### src/tcbp_cfg.svh
`ifndef TCBP_CFG_SVH
`define TCBP_CFG_SVH

// ----------------------------------------------------------------------
// command block layout
// ----------------------------------------------------------------------
`define TCBP_OFS_CMD 32'h0000_0000
`define TCBP_OFS_LINK 32'h0000_0004
`define TCBP_OFS_TBD 32'h0000_0008
`define TCBP_OFS_COUNT 32'h0000_000c
`define TCBP_OFS_DATA_ORIG 32'h0000_0010
`define TCBP_OFS_DATA_EXT 32'h0000_0020
`define TCBP_WORDS 2'h3

// ----------------------------------------------------------------------
// command word fields
// ----------------------------------------------------------------------
`define TCBP_BIT_EL 31
`define TCBP_BIT_S 30
`define TCBP_BIT_I 29
`define TCBP_CID_HI 28
`define TCBP_CID_LO 24
`define TCBP_BIT_NC 20
`define TCBP_BIT_SF 19
`define TCBP_CMD_HI 18
`define TCBP_CMD_LO 16
`define TCBP_CMD_TX 3'h4

// ----------------------------------------------------------------------
// status word fields
// ----------------------------------------------------------------------
`define TCBP_BIT_C 15
`define TCBP_BIT_OK 13
`define TCBP_BIT_U 12

// ----------------------------------------------------------------------
// count dword fields
// ----------------------------------------------------------------------
`define TCBP_TBDN_HI 31
`define TCBP_TBDN_LO 24
`define TCBP_THR_HI 23
`define TCBP_THR_LO 16
`define TCBP_BIT_EOF 15
`define TCBP_BC_HI 13
`define TCBP_BC_LO 0
`define TCBP_NULL_PTR 32'hffff_ffff
`define TCBP_THR_SHIFT 3

// ----------------------------------------------------------------------
// timing
// ----------------------------------------------------------------------
`define TCBP_CLK_MHZ 200
`define TCBP_CID_TICK_NS 1000
`define TCBP_CID_TICK_CYC \
   ((`TCBP_CID_TICK_NS * `TCBP_CLK_MHZ + 999) / 1000)

`endif

### src/tcbp_pkg.sv
package tcbp_pkg;

   // ------------------------------------------------------------------
   // command unit states
   // ------------------------------------------------------------------
   typedef enum logic [6:0]
   {
      TCBP_ST_IDLE = 7'h01,
      TCBP_ST_FETCH = 7'h02,
      TCBP_ST_DECODE = 7'h04,
      TCBP_ST_XFER = 7'h08,
      TCBP_ST_STATUS = 7'h10,
      TCBP_ST_EVENTS = 7'h20,
      TCBP_ST_SUSP = 7'h40
   } tcbp_state_t;

   typedef logic [31:0] tcbp_dword_t;

endpackage

### src/tcbp_irq_delay.sv
`timescale 1ns/100ps
`include "tcbp_cfg.svh"

module tcbp_irq_delay (
   // clock and reset
   input wire logic clk_sys,
   input wire logic rst,
   // request
   input wire logic arm,
   input wire logic [4:0] delay_units,
   input wire logic raise_idle,
   input wire logic raise_inactive,
   // events
   output logic idle_event,
   output logic unit_inactive_event
);
   import tcbp_pkg::*;

   typedef struct packed {
      logic busy;
      logic [4:0] units;
      logic [15:0] tick;
      logic idle;
      logic inact;
      logic idle_out;
      logic inact_out;
   } tcbp_dly_t;

   tcbp_dly_t s_reg;
   tcbp_dly_t s_next;

   // ------------------------------------------------------------------
   // delay counter
   // ------------------------------------------------------------------
   always_comb
   begin
      s_next = s_reg;
      s_next.idle_out = 1'b0;
      s_next.inact_out = 1'b0;
      if (arm)
      begin
         // a new arm restarts the wait; the older event merges into it
         s_next.busy = 1'b1;
         s_next.units = delay_units;
         s_next.tick = 16'h0000;
         s_next.idle = raise_idle | (s_reg.busy & s_reg.idle);
         s_next.inact = raise_inactive | (s_reg.busy & s_reg.inact);
      end
      else if (s_reg.busy)
      begin
         if (s_reg.units == 5'h00)
         begin
            s_next.busy = 1'b0;
            s_next.idle_out = s_reg.idle;
            s_next.inact_out = s_reg.inact;
         end
         else if (s_reg.tick == 16'(`TCBP_CID_TICK_CYC - 1))
         begin
            s_next.tick = 16'h0000;
            s_next.units = s_reg.units - 5'h01;
         end
         else
         begin
            s_next.tick = s_reg.tick + 16'h0001;
         end
      end
   end

   always_ff @(posedge clk_sys)
   begin
      if (rst)
         s_reg <= '0;
      else
         s_reg <= s_next;
   end

   assign idle_event = s_reg.idle_out;
   assign unit_inactive_event = s_reg.inact_out;

endmodule

### src/tcbp_tx_gate.sv
`timescale 1ns/100ps
`include "tcbp_cfg.svh"

module tcbp_tx_gate (
   // clock and reset
   input wire logic clk_sys,
   input wire logic rst,
   // threshold
   input wire logic arm,
   input wire logic [7:0] threshold,
   input wire logic [11:0] tx_fifo_level,
   // start
   output logic tx_go
);
   import tcbp_pkg::*;

   typedef struct packed {
      logic go;
   } tcbp_gate_t;

   tcbp_gate_t s_reg;
   tcbp_gate_t s_next;
   logic [11:0] need;

   // ------------------------------------------------------------------
   // start level
   // ------------------------------------------------------------------
   always_comb
   begin
      need = {1'b0, threshold, 3'h0};
      s_next = s_reg;
      // once started the frame keeps going until the gate is disarmed
      if (!arm)
         s_next.go = 1'b0;
      else if (tx_fifo_level >= need)
         s_next.go = 1'b1;
   end

   always_ff @(posedge clk_sys)
   begin
      if (rst)
         s_reg <= '0;
      else
         s_reg <= s_next;
   end

   assign tx_go = s_reg.go;

endmodule

### src/tcbp_parser.sv
// Behaviour
// - simplified layout: frame bytes follow the command block in memory
// - flexible layout: data gathered through the descriptor array
// - configuration bit picks original or extended block format
// - command word holds flags, delay, zeros, no-insert, layout, code
// - dwords: command/status 00h, link 04h, descriptors 08h, counts next
// - next block address is link plus command unit base
// - end-of-list: go idle, always raise idle/inactive event
// - suspend: go suspended, inactive event only when configured
// - interrupt flag set raises command-done event, clear raises none
// - five-bit delay field postpones inactive events
// - no-insert clear: insert CRC and source address
// - no-insert clear with skip configured: insert CRC only
// - no-insert set: insert neither, send fields as fetched
// - layout-select bit decides simplified or flexible processing
// - layout 0 simplified with null array address, 1 flexible
// - completion bit set when DMA has handled the last byte
// - success bit set together with completion bit, but left clear for an unknown command code
// - threshold times 8 bytes must sit in FIFO before sending
`timescale 1ns/100ps
`include "tcbp_cfg.svh"

module tcbp_parser (
   // clock and reset
   input wire logic clk_sys,
   input wire logic rst,
   // command unit control
   input wire logic cu_start,
   input wire tcbp_pkg::tcbp_dword_t cu_start_ofs,
   input wire logic cu_resume,
   input wire tcbp_pkg::tcbp_dword_t cu_base,
   // configuration
   input wire logic cfg_extended_format,
   input wire logic skip_source_addr_insert,
   input wire logic cfg_inactive_irq_en,
   // host memory read
   output logic mem_rd_req,
   output tcbp_pkg::tcbp_dword_t mem_rd_addr,
   input wire logic mem_rd_ack,
   input wire tcbp_pkg::tcbp_dword_t mem_rd_data,
   // host memory write
   output logic mem_wr_req,
   output tcbp_pkg::tcbp_dword_t mem_wr_addr,
   output tcbp_pkg::tcbp_dword_t mem_wr_data,
   input wire logic mem_wr_ack,
   // transmit dma
   output logic dma_start,
   output logic dma_flexible,
   output tcbp_pkg::tcbp_dword_t dma_addr,
   output logic [13:0] dma_byte_count,
   output logic [7:0] dma_desc_count,
   output logic dma_eof,
   output logic insert_crc,
   output logic insert_src_addr,
   input wire logic dma_done,
   input wire logic tx_underrun,
   // transmit fifo
   input wire logic [11:0] tx_fifo_level,
   output logic tx_go,
   // events and state
   output logic command_done_event,
   output logic unit_inactive_event,
   output logic idle_event,
   output logic bad_command,
   output logic cu_idle,
   output logic cu_active,
   output logic cu_suspended
);
   import tcbp_pkg::*;

   // ------------------------------------------------------------------
   // state
   // ------------------------------------------------------------------
   typedef struct packed {
      tcbp_state_t st;
      logic [1:0] idx;
      tcbp_dword_t transmit_command_block;
      tcbp_dword_t next;
      logic [3:0][31:0] w;
      logic ok;
      logic under;
      logic rd_req;
      tcbp_dword_t rd_addr;
      logic wr_req;
      tcbp_dword_t wr_data;
      logic start;
      logic flex;
      tcbp_dword_t daddr;
      logic [13:0] bcount;
      logic [7:0] dcount;
      logic eof;
      logic crc;
      logic src;
      logic [7:0] thr;
      logic done_ev;
      logic bad;
      logic arm;
      logic [4:0] delay;
      logic raise_idle;
      logic raise_inact;
   } tcbp_main_t;

   tcbp_main_t s_reg;
   tcbp_main_t s_next;
   tcbp_dword_t cmd;
   tcbp_dword_t cnt;

   function automatic tcbp_dword_t add_base(input tcbp_dword_t base,
                                            input tcbp_dword_t ofs);
      add_base = base + ofs;
   endfunction

   // ------------------------------------------------------------------
   // command unit sequencer
   // ------------------------------------------------------------------
   always_comb
   begin
      s_next = s_reg;
      cmd = s_reg.w[0];
      cnt = s_reg.w[3];
      s_next.start = 1'b0;
      s_next.done_ev = 1'b0;
      s_next.bad = 1'b0;
      s_next.arm = 1'b0;
      case (s_reg.st)
         TCBP_ST_IDLE:
         begin
            if (cu_start)
            begin
               s_next.transmit_command_block = add_base(cu_base, cu_start_ofs);
               s_next.idx = 2'h0;
               s_next.rd_req = 1'b1;
               s_next.rd_addr = add_base(cu_base, cu_start_ofs);
               s_next.st = TCBP_ST_FETCH;
            end
         end
         TCBP_ST_FETCH:
         begin
            // one dword per accepted read, lowest offset first
            if (mem_rd_ack)
            begin
               s_next.w[s_reg.idx] = mem_rd_data;
               s_next.idx = s_reg.idx + 2'h1;
               s_next.rd_addr = s_reg.rd_addr + 32'h0000_0004;
               if (s_reg.idx == `TCBP_WORDS)
               begin
                  s_next.rd_req = 1'b0;
                  s_next.st = TCBP_ST_DECODE;
               end
            end
         end
         TCBP_ST_DECODE:
         begin
            s_next.next = add_base(cu_base, s_reg.w[1]);
            s_next.flex = cmd[`TCBP_BIT_SF];
            if (cmd[`TCBP_BIT_SF])
            begin
               s_next.daddr = s_reg.w[2];
               s_next.dcount = cnt[`TCBP_TBDN_HI:`TCBP_TBDN_LO];
            end
            else
            begin
               // array address is ignored here: software leaves it null
               s_next.daddr = s_reg.transmit_command_block + (cfg_extended_format ?
                  `TCBP_OFS_DATA_EXT : `TCBP_OFS_DATA_ORIG);
               s_next.dcount = 8'h00;
            end
            s_next.bcount = cnt[`TCBP_BC_HI:`TCBP_BC_LO];
            s_next.eof = cnt[`TCBP_BIT_EOF];
            s_next.thr = cnt[`TCBP_THR_HI:`TCBP_THR_LO];
            s_next.crc = !cmd[`TCBP_BIT_NC];
            s_next.src = !cmd[`TCBP_BIT_NC]
                         && !skip_source_addr_insert;
            // the original format has no delay field
            s_next.delay = cfg_extended_format ?
               cmd[`TCBP_CID_HI:`TCBP_CID_LO] : 5'h00;
            s_next.under = 1'b0;
            if (cmd[`TCBP_CMD_HI:`TCBP_CMD_LO] == `TCBP_CMD_TX)
            begin
               s_next.start = 1'b1;
               s_next.st = TCBP_ST_XFER;
            end
            else
            begin
               s_next.bad = 1'b1;
               s_next.ok = 1'b0;
               s_next.wr_req = 1'b1;
               s_next.wr_data = {cmd[31:16], 16'h8000};
               s_next.st = TCBP_ST_STATUS;
            end
         end
         TCBP_ST_XFER:
         begin
            if (dma_done)
            begin
               s_next.ok = 1'b1;
               s_next.wr_req = 1'b1;
               s_next.wr_data = cmd;
               s_next.wr_data[15:0] = 16'h0000;
               s_next.wr_data[`TCBP_BIT_C] = 1'b1;
               s_next.wr_data[`TCBP_BIT_OK] = 1'b1;
               s_next.wr_data[`TCBP_BIT_U] = tx_underrun;
               s_next.under = tx_underrun;
               s_next.st = TCBP_ST_STATUS;
            end
         end
         TCBP_ST_STATUS:
         begin
            if (mem_wr_ack)
            begin
               s_next.wr_req = 1'b0;
               s_next.st = TCBP_ST_EVENTS;
            end
         end
         TCBP_ST_EVENTS:
         begin
            s_next.done_ev = cmd[`TCBP_BIT_I];
            if (cmd[`TCBP_BIT_EL])
            begin
               s_next.arm = 1'b1;
               s_next.raise_idle = 1'b1;
               s_next.raise_inact = 1'b1;
               s_next.st = TCBP_ST_IDLE;
            end
            else if (cmd[`TCBP_BIT_S])
            begin
               s_next.arm = cfg_inactive_irq_en;
               s_next.raise_idle = 1'b0;
               s_next.raise_inact = 1'b1;
               s_next.st = TCBP_ST_SUSP;
            end
            else
            begin
               s_next.transmit_command_block = s_reg.next;
               s_next.idx = 2'h0;
               s_next.rd_req = 1'b1;
               s_next.rd_addr = s_reg.next;
               s_next.st = TCBP_ST_FETCH;
            end
         end
         TCBP_ST_SUSP:
         begin
            // a fresh start wins over a resume of the old chain
            if (cu_start || cu_resume)
            begin
               s_next.transmit_command_block = cu_start ?
                  add_base(cu_base, cu_start_ofs) : s_reg.next;
               s_next.idx = 2'h0;
               s_next.rd_req = 1'b1;
               s_next.rd_addr = cu_start ?
                  add_base(cu_base, cu_start_ofs) : s_reg.next;
               s_next.st = TCBP_ST_FETCH;
            end
         end
         default:
         begin
            s_next.st = TCBP_ST_IDLE;
         end
      endcase
   end

   always_ff @(posedge clk_sys)
   begin
      if (rst)
      begin
         s_reg <= '0;
         s_reg.st <= TCBP_ST_IDLE;
      end
      else
      begin
         s_reg <= s_next;
      end
   end

   // ------------------------------------------------------------------
   // helpers
   // ------------------------------------------------------------------
   tcbp_irq_delay u_delay (
      .clk_sys(clk_sys),
      .rst(rst),
      .arm(s_reg.arm),
      .delay_units(s_reg.delay),
      .raise_idle(s_reg.raise_idle),
      .raise_inactive(s_reg.raise_inact),
      .idle_event(idle_event),
      .unit_inactive_event(unit_inactive_event)
   );

   tcbp_tx_gate u_gate (
      .clk_sys(clk_sys),
      .rst(rst),
      .arm(s_reg.st == TCBP_ST_XFER),
      .threshold(s_reg.thr),
      .tx_fifo_level(tx_fifo_level),
      .tx_go(tx_go)
   );

   // ------------------------------------------------------------------
   // outputs
   // ------------------------------------------------------------------
   assign mem_rd_req = s_reg.rd_req;
   assign mem_rd_addr = s_reg.rd_addr;
   assign mem_wr_req = s_reg.wr_req;
   assign mem_wr_addr = s_reg.transmit_command_block;
   assign mem_wr_data = s_reg.wr_data;
   assign dma_start = s_reg.start;
   assign dma_flexible = s_reg.flex;
   assign dma_addr = s_reg.daddr;
   assign dma_byte_count = s_reg.bcount;
   assign dma_desc_count = s_reg.dcount;
   assign dma_eof = s_reg.eof;
   assign insert_crc = s_reg.crc;
   assign insert_src_addr = s_reg.src;
   assign command_done_event = s_reg.done_ev;
   assign bad_command = s_reg.bad;
   assign cu_idle = (s_reg.st == TCBP_ST_IDLE);
   assign cu_suspended = (s_reg.st == TCBP_ST_SUSP);
   assign cu_active = !cu_idle && !cu_suspended;

endmodule

### config.mk
export PLATFORM = sky130hd
export DESIGN_NAME = tcbp_parser
export DESIGN_NICKNAME = d
export VERILOG_FILES = /design/src/tcbp_pkg.sv /design/src/tcbp_irq_delay.sv /design/src/tcbp_tx_gate.sv /design/src/tcbp_parser.sv
export VERILOG_INCLUDE_DIRS = /design/src /design/src/src
export SDC_FILE = /design/constraint.sdc
export NUM_CORES = 1
export LEC_CHECK = 0
export ABC_AREA = 1
export BUFFER_PORTS_ARGS = -buffer_cell sky130_fd_sc_hd__buf_2
export CAP_MARGIN = 20
export CORE_ASPECT_RATIO = 0.75
export CORE_MARGIN = 4
export CORE_UTILIZATION = 55
export DETAILED_ROUTE_END_ITERATION = 10
export PLACE_DENSITY = 0.76
export SETUP_SLACK_MARGIN = 0.4
export SYNTH_ARGS = -nofsm -noshare
export SYNTH_HDL_FRONTEND = slang
export SYNTH_SLANG_ARGS = --single-unit
### constraint.sdc
create_clock -name clk_sys -period 5.15 [get_ports clk_sys]
set_input_delay 0 -clock clk_sys [delete_from_list [all_inputs] [get_ports clk_sys]]
set_output_delay 0 -clock clk_sys [all_outputs]
set_load 0.01 [all_outputs]
==> Yosys cells after proc, flatten, opt, wreduce, memory -nomap -nowiden <==
Index checks and enable logic that the tools add are counted.
{ "classes": {"magnitude_cmp": 3, "n_mux": 46, "bitwise": 9, "n_addsub": 7, "n_reduce_logical": 31, "eq_ne": 20} }
{ "op_table": {"columns": ["operator", "count"], "rows": [
  ["33-bit two-way mux", 7],
  ["33-bit one-hot mux with 4 select lines", 1],
  ["128-bit bitwise mux", 1],
  ["32-bit two-way mux", 3],
  ["32-bit one-hot mux with 3 select lines", 1],
  ["41-bit two-way mux", 2],
  ["34-bit two-way mux", 2],
  ["32-bit adder", 2],
  ["32-bit demux with 2-bit select", 1],
  ["32-bit one-hot mux with 2 select lines", 1],
  ["7-bit one-hot mux with 7 select lines", 1],
  ["22-bit two-way mux", 2],
  ["7-bit two-way mux", 5],
  ["32-bit by 3-bit adder with 32-bit output, second input constant", 1],
  ["32-bit by 6-bit adder with 32-bit output", 1],
  ["21-bit two-way mux", 1],
  ["2-bit inequality test, second input constant", 9],
  ["16-bit by 1-bit adder with 16-bit output, second input constant", 1],
  ["16-bit by 8-bit equality test with 1-bit output, second input constant", 1],
  ["16-bit two-way mux", 1],
  ["5-bit two-way mux", 3],
  ["12-bit by 11-bit greater-or-equal comparator with 1-bit output", 1],
  ["6-bit AND reduction", 2],
  ["9-bit two-way mux", 1],
  ["37 further kinds", 65]
]} }
{ "totals": {"regBits": 371, "word_cells": 151} }

==> Longest topological paths before layout <==
{ "depth": {"depth_word": 5, "mapped_depth": 17, "mapped_depth_nobuf": 17} }

==> Hierarchy <==
From an unflattened synthesis, not the netlist that was laid out.
{ "unflattened": {"hier_cells": 3201, "area_unflattened_um2": 21022.7} }
{ "by_module_without_submodules": {"columns": ["module", "instances", "cells_per_inst", "area_per_inst_um2"], "rows": [
  ["tcbp_parser", 1, 2914, 19219.7],
  ["tcbp_irq_delay", 1, 234, 1502.7],
  ["tcbp_tx_gate", 1, 53, 300.3]
]} }

==> Least setup slack after synthesis <==
OpenSTA, ideal clock, no wires.
{ "synth_timing": {"kind": "register -> register", "startpoint": "register s_reg (netlist bit mem_wr_addr[4])", "endpoint": "register s_reg (netlist bit dma_addr[26])", "n_path_buf": 0, "t_required_ns": 5.018, "synth_period_minus_slack_ns": 2.135, "slack_ns": 3.015, "stages_incl_launch_ff": 13, "t_arrival_ns": 2.003, "setup_time_ns": 0.132, "cell_sequence": "dfxtp_1 -> ha_1 -> inv_1 -> fa_1 -> inv_1 -> nand3_1 -> nor2_1 -> nand4_1 -> nor2_1 -> nand3_1 -> xnor2_1 -> o21ai_0 -> a21oi_1"} }
{ "synth_via": {"elab_chain_len": 2} }
{ "synth_rtl": {"columns": ["item", "line", "source"], "rows": [
  ["from (decl)", "tcbp_parser.sv:103", "tcbp_main_t s_reg;"],
  ["from (signal assigned)", "tcbp_parser.sv:271", "s_reg <= s_next;"],
  ["32-bit by 6-bit adder with 32-bit output", "tcbp_parser.sv:164", "s_next.daddr = s_reg.transmit_command_block + (cfg_extended_format ?"],
  ["32-bit two-way mux", "tcbp_parser.sv:156", "if (cmd[`TCBP_BIT_SF])"]
]} }
No other way between the ends.
A chain may end at the register's enable or synchronous reset.

==> Final worst setup path <==
{ "layout_timing": {"startpoint": "register s_reg[343] (netlist bit)", "endpoint": "register s_reg (netlist bit mem_rd_addr[0])"} }
{ "layout_via": {"elab_chain_len": 3, "elab_cells_between_ends": 12} }
{ "layout_rtl": {"columns": ["item", "line", "source"], "rows": [
  ["7-bit by 6-bit equality test with 1-bit output (tied with other cells)", "tcbp_parser.sv:125", "case (s_reg.st)"],
  ["2-bit inequality test (no line) (tied with other cells)", null, null],
  ["6-bit AND reduction (no line)", null, null]
]} }
Several ways; a longest one is shown, not always the timed one.

==> summary.md <==
| Metric | Value |
|---|---|
| Drt total wl | about 76 mm |
| Dpl hpwl | 58.9 mm |
| Starting DRT DRC Count | 2525 |
| Max-slew violations | 0 |
| Synth Cell Area | 20800 um^2 |
| Multi-input combinational cell area | roughly 11000 um^2 |
| Final Hold Viols | 0 |
| Finish-stage setup viols | 0 |
| Fraction of layout cells with a size suffix above 1 | approximately an eighth |
| LEAKAGE | between 10 and 15 nW |
| DR WL/cell | 20.2 um |
| Critical Path Sink Type | register |
| Register clock-pin slew on the reported worst setup and hold paths | roughly 0.06 ns |
| Global-route wire length before repair | between 100 and 150 mm |
| Number of flip-flops in the largest register | 121 |
| Reg area | 6830 um^2 |
| TritonCTS clock tree | done |
| Buffer count from post-CTS setup fixing | 0 |
| Hold Path Class | input pin to register |
| Largest net degree at the start of global routing | slightly above 90 |
| Layout Utilization | 61.6% |
| Switch share | approximately 39% |
| Pwr dens | around 360 nW/um^2 |
| Clk buf depth | 3 |
| DIE AREA | between 40000 and 50000 um^2 |
| F_max | approximately 300 MHz |
| # IOs | 284 |
| Max Cap Viol | 0 |
| Vias/cell | 5.75 |
| H-tree Lvls | 2 |
| Drt drc | 0 |
| Critical path class | register to register |
| CP startpoint kind | register |
| Peak supply drop | ~0.30 mV |
| Hold_ws | approximately 0.067 ns |
| Critical Path Fanout Max | 27 |
| Fillers | around 3600 |
| Synth Warn # | 0 |
| Post-Synthesis Cells | approximately 3100 |
| Drt pass-1 iters | 6 |
| Initial antenna violation count | 5 |
| Clock share of power | 30.7% |
| Comb power frac | roughly 28% |
| Clock sink total | roughly 340 |
| Yosys cell types | 56 |
| Port-buffer cells | 270 |
| Clk Latency, worst-skew pair | around 0.53 ns |
| Synth-to-layout area growth | 10.2% |
| Final GP Congestion | 0.978 |
| Clock root buffer | clkbuf_16 |
| Die Y | between 150 and 200 um |
| Tot GR Track Use | 35.7% |
| DR vias | between 20000 and 25000 |
| Core region area | 37200 um^2 |
| Worst slew pin tran | about 1.0 ns |
| Ys async rst share | 0% |
| Overflow left after global routing | 0 |
| Internal power | just over 0.005 W |
| Layout Nets | between 3000 and 4000 |
| Top FF cell, synth | dfxtp_1 |
| Rel. slew slack | ~30% |
| Fin Setup TNS | 0 ns |
| Minimum clock period | 3.31 ns |
| CTS buffer count | 35 |
| Status | complete, no violations |
| Number of global-route vias before repair | around 19000 |
| Flop pwr share | around two fifths |
| Net Sw Power | roughly 0.0032 W |
| FF+latch count, synth | ~340 |
| RSZ-0062 raised after global routing | no |
| Commonest non-fill, non-tap cell in the layout | nand2_1 |
| Worst EP arrival | about 3.8 ns |
| Crit share post-route | 64.2% |
| Initial core utilization | a little under three fifths |
| Worst Path Required | between 5 and 6 ns |
| Die width | between 200 and 250 um |
| EDFF count, synth | 0 |
| Num rows | ~60 |
| Clk_skew | 0.0263 ns |
| Mean Syn Cell Area | approximately 6.6 um^2 |
| Sequential fraction of the synthesis area | 32.9% |
| Commonest cells after routing, fill and taps aside | 685 x nand2_1, 365 x a21oi_1, 355 x inv_1 |
| Post-route ant nets | 0 |
[path summary, 6_finish.rpt]
check,startpoint,end,slack [ns],cells after the start
max reg2reg,s_reg[343],mem_rd_addr[0],1.84,13
min,cu_base[0],s_reg[273],0.07,4
max,s_reg[343],mem_rd_addr[0],1.84,13
min reg2reg,cnt[15],dma_eof,0.46,2
[kinds of logic (layout without fill, tap and decap cells)]
kind of cell / count (synthesis) / after routing / synth area share (%)
simple gates: 1328 / 1328 / 27.6
compound gates: 691 / 691 / 17.9
buf+inv: 641 / 761 / 14.5
flops: 341 / 341 / 32.9
fa+ha+maj: 82 / 82 / 5.05
xor+xnor: 51 / 51 / 2.15
other cells: 1 / 14 / 0.0180
[metrics by stage]
step | worst slack, ns | total power [W] | cells | cell area, um^2
CTS | 1.87 | 0.00821 | 3771 | 22900
global placement | 1.99 | 0.00564 | 3666 | 21300
detailed placement | 1.92 | 0.00567 | 3666 | 21300
floorplan | 3.01 | 0.00493 | 3147 | 20800
global route | 1.61 | 0.00864 | 3771 | 22900
finish | 1.84 | 0.00830 | 3772 | 22900
[Yosys cell counts (all sizes together), types with 3 or more instances]
| cell | count | share of area [%] |
|---|---|---|
| nand2 | 694 | 13 |
| inv | 372 | 6.7 |
| a21oi | 365 | 8.8 |
| dfxtp | 341 | 33 |
| nor2 | 255 | 4.8 |
| o21ai | 222 | 5.4 |
| nand3 | 211 | 5.2 |
| buf | 187 | 6.3 |
| nor3 | 86 | 2.1 |
| clkbuf | 82 | 1.5 |
| ha | 79 | 4.8 |
| nand4 | 34 | 1.1 |
| xor2 | 26 | 1.1 |
| xnor2 | 25 | 1.1 |
| o211ai | 22 | 0.79 |
| or2 | 20 | 0.61 |
| o21bai | 19 | 0.69 |
| a31oi | 14 | 0.42 |
| a211oi | 10 | 0.36 |
| nor4 | 10 | 0.40 |
| nand3b | 9 | 0.33 |
| a21o | 7 | 0.25 |
| o31ai | 7 | 0.25 |
| a21boi | 6 | 0.22 |
| o21a | 5 | 0.18 |
| o22ai | 5 | 0.15 |
| nor3b | 4 | 0.14 |
| fa | 3 | 0.29 |
| nor4b | 3 | 0.13 |
[layout make-up]
class                           instances  area share, %
Timing Repair Buffer                  330           8.38
Multi-Input combinational cell       2165           48.0
Antenna cell                            1         0.0109
Clock buffer                           48           4.48
Clock inverter                         11          0.470
Inverter                              372           6.11
Sequential cell                       341           29.8
Tap cell                              504           2.75
[power by group through the flow]
stage | combinational (W) | sequential, W | clock (W)
CTS | 0.00224 | 0.00341 | 0.00255
floorplan | 0.00175 | 0.00319 | 0
global placement | 0.00217 | 0.00347 | 0
finish | 0.00231 | 0.00345 | 0.00255
global route | 0.00253 | 0.00345 | 0.00266
detailed placement | 0.00220 | 0.00347 | 0
[what timing repair did]
action | in CTS | in global routing
endpoints found under the hold margin | 127 | 0
hold buffers | 46 | 0
resized for setup | 0 | 0
[layer usage]
metal | vias to the layer above | track usage, % | wire (um)
met5 | - | 0 | 0
met4 | 0 | 8.84 | 2050
met3 | 152 | 13.0 | 10500
met2 | 1185 | 51.3 | 30900
met1 | 10000 | 51.0 | 32900
li1 | 10300 | - | -
[critical path, cell delays in order (launching register included)]
cell and delay [ns]:
dfxtp_1 0.34, nor2_2 0.14, nand2_2 0.12, inv_2 0.10, nand4_2 0.52, inv_2 0.66
nand2_1 0.10, nand2_1 0.14, nor2_4 0.06, nand3_4 0.23, nor2_2 0.07, nand2_2 0.48
nor2_1 0.14, nor2_1 0.12
No activity file was read; power rests on OpenSTA's default activity.
